### src/verilog/emp_pkg.sv
// Purpose: Shared constants and carriers for the external memory port pins.
// Assumes: One core clock at 20 MHz; pins resolved by the bench.
// Notes:   Widths fixed at the port's documented values.
package emp_pkg;
	localparam int ADDR_W = 18;
	localparam int DATA_W = 24;
	localparam int ATTR_W = 4;
	localparam int WAIT_W = 4;
	localparam logic [ADDR_W-1:0] ADDR_RST = 18'h00000;
	localparam logic [DATA_W-1:0] DATA_RST = 24'h000000;
	localparam logic [ATTR_W-1:0] ATTR_IDLE = 4'h0;
	localparam logic [WAIT_W-1:0] WAIT_ZERO = 4'h0;
	localparam logic [WAIT_W-1:0] WAIT_ONE = 4'h1;

	// Access request from the core side
	typedef struct packed {
		logic                  write;
		logic [ADDR_W-1:0]     addr;
		logic [DATA_W-1:0]     wdata;
		logic [ATTR_W-1:0]     attr;
		logic [WAIT_W-1:0]     wait_states;
	} emp_req_t;

	// Pin drive group: value and enable
	typedef struct packed {
		logic [ADDR_W-1:0]     addr;
		logic                  addr_oe;
		logic [DATA_W-1:0]     data;
		logic                  data_oe;
		logic [ATTR_W-1:0]     attr;
		logic                  attr_oe;
		logic                  rd_n;
		logic                  wr_n;
		logic                  strobe_oe;
	} emp_pins_t;

	typedef enum logic [2:0] {
		EMP_IDLE = 3'b001,
		EMP_WAIT = 3'b010,
		EMP_DONE = 3'b100
	} emp_state_t;
endpackage

### src/verilog/emp_sync.sv
// Purpose: Two-flop synchroniser for pin inputs.
// Assumes: Input is asynchronous to clk.
// Notes:   First stage is read only by the second.
`timescale 1ns/1ps
module emp_sync #(
	parameter int W = 1
) (
	input  wire logic         clk,
	input  wire logic [W-1:0] d,
	output logic      [W-1:0] q
);
	logic [W-1:0] stage1;

	// Plain two-stage chain, no reset needed
	always_ff @(posedge clk)
	begin
		stage1 <= d;
		q      <= stage1;
	end
endmodule // emp_sync

### src/verilog/emp_port.sv
// Purpose: Pin control of the external memory expansion port.
// Assumes: Arbiter gives mastership as a level; acknowledge and data are
//          pin inputs and are synchronised before use.
// Notes:   Keeper behaviour is modelled by holding the last driven data.
// Contract
// Stop or wait releases mastership and floats all port outputs.
// Address lines driven only while master, floated otherwise.
// Address held steady when no external access is running.
// Data bus bidirectional while master, drivers floated otherwise.
// Keepers hold last driven data; data ignored during reset.
// Attribute lines act as chip selects or extra address lines.
// By default at most one attribute line asserted at a time.
// Priority-disable bit lets four lines form a sixteen-way code.
// Row strobe mode drives attribute lines with programmable polarity.
// Active-low read strobe while master, floated otherwise.
// Active-low write strobe while master, floated otherwise.
// Cycle completes one clock after acknowledge asserted.
// Zero wait state accesses ignore acknowledge.
// Reset deasserts bus request and returns to bus slave.
// Never read and write together; drive data only on writes.
`timescale 1ns/1ps
module emp_port (
	input  wire logic                         clk,
	input  wire logic                         rst,
	input  wire logic                         standby,
	input  wire logic                         need_bus,
	input  wire logic                         bus_grant,
	input  wire logic                         attr_priority_disable,
	input  wire logic                         attr_as_row_strobe,
	input  wire logic [emp_pkg::ATTR_W-1:0]   row_strobe_polarity,
	input  wire logic                         req_valid,
	input  wire emp_pkg::emp_req_t            req,
	output logic                              req_ready,
	output logic                              rsp_valid,
	output logic      [emp_pkg::DATA_W-1:0]   rsp_rdata,
	input  wire logic                         transfer_acknowledge_n,
	input  wire logic [emp_pkg::DATA_W-1:0]   data_in,
	output emp_pkg::emp_pins_t                pins,
	output logic                              bus_request_n,
	output logic                              bus_master
);
	emp_pkg::emp_state_t            state;
	emp_pkg::emp_state_t            next_state;
	emp_pkg::emp_req_t              cur;
	logic [emp_pkg::WAIT_W-1:0]     wait_cnt;
	logic [emp_pkg::ADDR_W-1:0]     addr_q;
	logic [emp_pkg::DATA_W-1:0]     data_q;
	logic [emp_pkg::ATTR_W-1:0]     attr_q;
	logic                           active;
	logic                           ack_n_s;
	logic [emp_pkg::DATA_W-1:0]     din_s;
	logic                           ack_ok;
	logic                           min_done;
	logic                           cycle_end;
	logic [emp_pkg::ATTR_W-1:0]     attr_sel;
	logic [emp_pkg::ATTR_W-1:0]     attr_src;
	logic                           drive_en;

	// Lowest set bit wins, keeps chip selects one-hot
	function automatic logic [emp_pkg::ATTR_W-1:0] one_hot_pick(
		input logic [emp_pkg::ATTR_W-1:0] v);
		return v & (~v + 4'h1);
	endfunction

	emp_sync #(.W(1)) u_ack_sync (
		.clk (clk),
		.d   (transfer_acknowledge_n),
		.q   (ack_n_s)
	);

	emp_sync #(.W(emp_pkg::DATA_W)) u_d_sync (
		.clk (clk),
		.d   (data_in),
		.q   (din_s)
	);

	// Mastership and cycle decode
	assign drive_en  = bus_master & ~standby;
	assign min_done  = (wait_cnt == emp_pkg::WAIT_ZERO);
	assign ack_ok    = (cur.wait_states == emp_pkg::WAIT_ZERO)
		| ~ack_n_s;
	assign cycle_end = (state == emp_pkg::EMP_WAIT) & min_done & ack_ok;
	assign req_ready = drive_en & (state == emp_pkg::EMP_IDLE);

	// Attribute encoding: one-hot, code or row strobe; the request being
	// taken is encoded at the take edge so selects line up with strobes
	assign attr_src = (req_valid && req_ready) ? req.attr : cur.attr;
	assign attr_sel = attr_as_row_strobe ?
		(attr_src ^ row_strobe_polarity) :
		(attr_priority_disable ? attr_src :
		one_hot_pick(attr_src));

	// Cycle sequencer
	always_comb
	begin
		next_state = state;
		case (state)
			emp_pkg::EMP_IDLE:
				if (req_valid && req_ready)
					next_state = emp_pkg::EMP_WAIT;
			emp_pkg::EMP_WAIT:
				if (cycle_end)
					next_state = emp_pkg::EMP_DONE;
			emp_pkg::EMP_DONE:
				next_state = emp_pkg::EMP_IDLE;
			default:
				next_state = emp_pkg::EMP_IDLE;
		endcase
	end

	// Arbitration level; standby gives the bus up
	always_ff @(posedge clk)
	begin
		if (rst || standby)
			bus_master <= 1'b0;
		else
			bus_master <= bus_grant;
	end

	// Request line: deasserted in reset and standby
	always_ff @(posedge clk)
	begin
		if (rst || standby)
			bus_request_n <= 1'b1;
		else
			bus_request_n <= ~need_bus;
	end

	// State and wait counter; standby aborts into idle
	always_ff @(posedge clk)
	begin
		if (rst || !drive_en)
		begin
			state    <= emp_pkg::EMP_IDLE;
			wait_cnt <= emp_pkg::WAIT_ZERO;
			active   <= 1'b0;
		end
		else
		begin
			state  <= next_state;
			active <= (next_state == emp_pkg::EMP_WAIT);
			if (state == emp_pkg::EMP_IDLE && req_valid)
				wait_cnt <= (req.wait_states == emp_pkg::WAIT_ZERO) ?
					emp_pkg::WAIT_ZERO : req.wait_states - emp_pkg::WAIT_ONE;
			else if (!min_done)
				wait_cnt <= wait_cnt - emp_pkg::WAIT_ONE;
		end
	end

	// Latched request; address kept when idle to save power
	always_ff @(posedge clk)
	begin
		if (rst)
		begin
			cur    <= '0;
			addr_q <= emp_pkg::ADDR_RST;
			data_q <= emp_pkg::DATA_RST;
			attr_q <= emp_pkg::ATTR_IDLE;
		end
		else
		begin
			if (req_valid && req_ready)
			begin
				cur    <= req;
				addr_q <= req.addr;
				if (req.write)
					data_q <= req.wdata;
			end
			attr_q <= (drive_en && next_state == emp_pkg::EMP_WAIT) ?
				attr_sel :
				(attr_as_row_strobe ? row_strobe_polarity :
				emp_pkg::ATTR_IDLE);
		end
	end

	// Read data captured at completion; ignored in reset
	always_ff @(posedge clk)
	begin
		if (rst)
		begin
			rsp_valid <= 1'b0;
			rsp_rdata <= emp_pkg::DATA_RST;
		end
		else
		begin
			rsp_valid <= cycle_end;
			if (cycle_end && !cur.write)
				rsp_rdata <= din_s;
		end
	end

	// Pin drive: everything floats unless master and awake
	always_comb
	begin
		pins.addr      = addr_q;
		pins.addr_oe   = drive_en;
		pins.data      = data_q;
		pins.data_oe   = drive_en & active & cur.write;
		pins.attr      = attr_q;
		pins.attr_oe   = drive_en;
		pins.rd_n      = ~(active & ~cur.write);
		pins.wr_n      = ~(active & cur.write);
		pins.strobe_oe = drive_en;
	end
endmodule // emp_port

### config.mk
export PLATFORM = sky130hd
export DESIGN_NAME = emp_port
export DESIGN_NICKNAME = d
export VERILOG_FILES = /design/src/verilog/emp_pkg.sv /design/src/verilog/emp_sync.sv /design/src/verilog/emp_port.sv
export SDC_FILE = /design/constraint.sdc
export NUM_CORES = 1
export LEC_CHECK = 0
export BUFFER_PORTS_ARGS = -buffer_cell sky130_fd_sc_hd__clkbuf_2
export CAP_MARGIN = 20
export CORE_AREA = 2 2 123 125
export CTS_CLUSTER_DIAMETER = 40
export CTS_CLUSTER_SIZE = 25
export DETAILED_ROUTE_END_ITERATION = 12
export DIE_AREA = 0 0 125 127
export GPL_TIMING_DRIVEN = 0
export PLACE_DENSITY_LB_ADDON = 0.25
export SYNTH_ARGS = -nofsm -noshare
export SYNTH_HDL_FRONTEND = slang
export SYNTH_SLANG_ARGS = --single-unit
### constraint.sdc
create_clock -name clk -period 4.42 [get_ports clk]
set_input_delay 0.663 -clock clk [delete_from_list [all_inputs] [get_ports clk]]
set_output_delay 0.663 -clock clk [all_outputs]
set_load 0.1 [all_outputs]
# After elaboration in Yosys (flattened, before gate mapping)

Index checks and enable logic that the tools add are counted.

$add $sub $neg: 3
Equal/unequal tests: 4
Muxes and demuxes: 11
Bitwise logic cells: 18
Reduce and logical (&&, ||, !) cells: 12

Operators with widths:

| cell                | count |
|---|---|
| $mux 4              | 8 |
| $logic_not 4->1     | 3 |
| $and 1x1->1         | 8 |
| $sub 4x1->4 const B | 2 |
| $eq 3x2->1 const B  | 2 |
| $mux 3              | 2 |
| $not 1->1           | 6 |
| $pmux 3 s2          | 1 |
| $add 4x1->4 const B | 1 |
| $and 4x4->4         | 1 |
| $logic_and 1x1->1   | 4 |
| $not 4->4           | 1 |
| $xor 4x4->4         | 1 |
| $eq 3x1->1 const B  | 1 |
| $logic_not 1->1     | 2 |
| $logic_or 1x1->1    | 2 |
| $ne 2x1->1 const B  | 1 |
| $reduce_and 2->1    | 1 |
| $or 1x1->1          | 1 |

Register bits after elaboration: 140
Input bits: 88
Logic and storage cells: 65

# Longest topological paths before layout

Depth after elaboration: 11
Gate-level depth with buffers: 10
Mapped depth without buffers: 7

# Modules after synthesis

From an unflattened synthesis, not the netlist that was laid out.

Cell total of the unflattened synthesis: 474
Area total of the unflattened synthesis: 4541.9 um^2

By module, submodules not included:

| module                 | times used | cells each | area each (um^2) |
|---|---|---|---|
| emp_port               | 1          | 424        | 3540.9 |
| emp_sync at u_d_sync   | 1          | 48         | 960.9 |
| emp_sync at u_ack_sync | 1          | 2          | 40.0 |

# Worst setup path after synthesis

No wires, ideal clock.

Kind: flip-flop to output port
Start: reg bus_master
End: out req_ready
Arrival: 4345 ps
Path slack: -588 ps
Stages on the path, launching flop included: 3
Buffers on the path: 0
Cell sequence: dfxtp_1 nand2b_1 nor4b_1

Word-level cells in the longest chain between the ends: 2

RTL lines:

| element                | line            | text |
|---|---|---|
| start, declared        | emp_port.sv:40  | `output logic bus_master` |
| start signal, assigned | emp_port.sv:117 | `bus_master <= bus_grant;` |
| $and 1x1->1            | emp_port.sv:78  | `assign drive_en = bus_master & ~standby;` |
| $and 1x1->1            | emp_port.sv:83  | `assign req_ready = drive_en & (state == emp_pkg::EMP_IDLE);` |
| end, declared          | emp_port.sv:33  | `output logic req_ready,` |

Every way passes these cells.

# Worst setup path after layout

Start: in standby
End: out req_ready

Word-level cells in the longest chain between the ends: 3

RTL lines:

| element         | line           | text |
|---|---|---|
| start, declared | emp_port.sv:25 | `input wire logic standby,` |
| $not 1->1       | emp_port.sv:78 |  |
| $and 1x1->1     | emp_port.sv:78 |  |
| $and 1x1->1     | emp_port.sv:83 |  |

Every way passes these cells.

==> flow_summary.toml <==
[status]
status = "completed"

[route]
antenna_left = 0
vias = 3787
avgViaCountPerCell = 4.44
totalWireLength_mm = 11.1
drc_errors = 0
firstDrtPassIters = 4
drt_iter0_markers = 150
routedWlPerCell_um = 13.0

[critical_path]
crit_arrival_ps = 1970
crit_path_cell_trace = "clkbuf_2 > nand2b_1 > nor4b_2 > clkbuf_2"
r2r_setup_slack_ps = 1910
max_stage_delay_ps = 530
cp.required_ps = 3760
cp_slowest_cell = "clkbuf_2"
critPathKind = "primary input to output pin"
start_kind = "primary input"
reg2regPathDepth = 10
endpoint_kind = "output pin"
critical_path.max_fanout = 6
regToRegEndpoint = "rsp_rdata[13]"
path_common_cell = "clkbuf_2"
worstReg2RegStart = "wait_cnt[0]"

[power_and_ir_drop]
power.total_mw = 2.83
ir_worst_vdd_uv = 250
leakagePower_nw = 2.57
cellPowerDensity_mw_per_mm2 = 467

[timing]
fin_crit_ps = 2630
finalSetupViolCount = 0
worst_slew_pin_slew_ps = 666
fmax_mhz = 380
slew_viol_final = 0
finClkSkew_ps = 10.4
fin_tns_setup_ps = 0
hold_violations = 0
slew_headroom_pct = 55.6
fin_crit_sh_pct = 59.5
rsz0062_at_grt = "false"
fin_ws_ps = 1790

[cells_and_area]
layout_commonest_cell = "clkbuf_2"
syn_to_final_growth_pct = 37.2
n_fill_cell = 1462
final_cell_mix = "166 x clkbuf_2, 155 x nand2_1, 140 x dfxtp_1"
regArea_mm2 = 0.00280
multi_input_area_mm2 = 0.00144
diodes = 0
layout-drive-gt1-share_pct = 31.4
finish.utilization_pct = 41.9
fin_nets = 745
fin_cells = 852

[synthesis]
synth_fa_ha_area_share_pct = 0.568
synthXorXnorAreaFrac_pct = 0.397
synth_top_family_by_area = "simple AND/OR/NAND/NOR gates"
ys_seq_area_share_pct = 63.6
ys_ff_latch = 140
netlist_instances = 471
async_flop_share_pct = 0
synth_area_per_cell_um2 = 9.36
synth-simple-area-share_pct = 18.8
synth-edff-count = 0
synthDistinctLibCells = 40
ys_dominant_reg_cell = "dfxtp_1"
synth.area.mux_share_pct = 0.681
syn_nets = 561
synth_compound_area_share_pct = 12.1
syn-cell-area_mm2 = 0.00441
yosys_warnings = 0

[cts]
cts_setup_buffers = 0
post_cts_resized = 0
cts_max_level = 4
clk_pin_slew_ps = 50
clkSinkCount = 140
clk-insertion-delay-late_ps = 420
root_buffer = "clkbuf_16"
hold_buffers = 0
cts_buffers = 17
clock_path_buffers = 2
tritoncts = "built"

[grt]
grt_overflow = 0
antenna_found_initial = 0
grt_max_degree = 17
grt_pass1_vias = 3659
grtUsageTotal_pct = 14.2
grt_pass1_wl_mm = 17.8

[die]
start_util_pct = 30.6
die_h_um = 127
rows = 44
fp.coreArea_mm2 = 0.0144
die_w_um = 125
io_pins = 168
die_area_mm2 = 0.0159

[placed_design]
dp_hpwl_mm = 8.08
dp_cells = 820
io_buffer_count = 165
place.gp.congestion = 0.786
post-place-ws_ps = 1800

[min_path]
min_path_type = "flip-flop to flip-flop"
hp-start = "u_d_sync.stage1[20]"
whs_endpoint = "u_d_sync.q[20]"
whs_path_depth = 0

[flow_run]
cap_violations = 0
==> cell usage after synthesis (2+ instances only) <==
master	n	area, µm²
nand2_1	155	582
dfxtp_1	140	2800
a21oi_1	75	375
clkbuf_1	21	78.8
nor2_1	13	48.8
nand2b_1	6	37.5
nor3_1	6	30.0
buf_4	4	30.0
inv_1	4	15.0
o21ai_0	4	20.0
o41ai_1	4	35.0
mux2i_1	3	30.0
a211o_1	2	17.5
and2_1	2	12.5
buf_2	2	10.0
buf_8	2	30.0
ha_1	2	25.0
nor4b_1	2	17.5
o211ai_1	2	15.0
or3_1	2	12.5
==> cell type report <==
class | instances | share of cell area [%]
inverters | 4 | 0.248
plain buffers | 30 | 2.55
clock inverters | 14 | 2.42
multi-input cells | 297 | 23.9
flip-flops and latches | 140 | 46.4
clock buffers | 18 | 7.10
well taps | 184 | 3.81
repair buffers | 165 | 13.7
==> flip-flops by register name, summed over array words and instances, names as in the netlist <==
name               count
addr_q                18
rsp_valid              1
active                 1
state                  3
bus_master             1
bus_request_n          1
attr_q                 4
u_d_sync.q            24
wait_cnt               4
cur                    9
u_ack_sync.stage1      1
u_d_sync.stage1       24
data_q                24
rsp_rdata             24
u_ack_sync.q           1
==> stage by stage <==
| step | hold slack [ps] | instance area, µm² |
|---|---|---|
| floorplan | 310 | 4410 |
| global placement | 311 | 5470 |
| detailed placement | 312 | 5470 |
| CTS | 325 | 6050 |
| global route | 329 | 6050 |
| finish | 324 | 6050 |
==> worst max path at each step <==
| stage | endpoint | cells past startpoint | startpoint |
|---|---|---|---|
| after floorplan | req_ready | 2 | bus_master |
| after global placement | attr_q[1] | 7 | standby |
| after detailed placement | attr_q[1] | 7 | standby |
| after CTS | req_ready | 4 | standby |
| after global routing | req_ready | 4 | standby |
| final | req_ready | 4 | standby |
==> where the power goes <==
part	internal (mW)	switching, mW	total [mW]	leakage, nW
clock network	0.831	0.545	1.38	0.276
logic	0.0457	0.101	0.147	1.15
registers	1.29	0.00885	1.30	1.15
total	2.17	0.655	2.83	2.57
==> worst max-delay path: cells and delay by family <==
family,cells,cell delay [ps]
simple gates,2,690
buf+inv,2,610
==> metal layers <==
layer	global-route usage (%)	up-vias	wire [µm]
li1	-	1914	-
met1	17.3	1713	5120
met2	22.1	143	4870
met3	5.61	17	899
met4	6.54	0	207
met5	0	-	0
==> cells by family (layout without fill, tap and decap cells) <==
| kind of cell | after synthesis | after routing |
|---|---|---|
| adder cells (fa/ha/maj) | 2 | 2 |
| AND/OR/NAND/NOR | 195 | 195 |
| multiplexers | 3 | 3 |
| XOR/XNOR | 2 | 2 |
| AO/OA/AOI/OAI | 95 | 95 |
| flip-flops | 140 | 140 |
| buffers and inverters | 34 | 231 |
(Power assumes the default switching activity.)
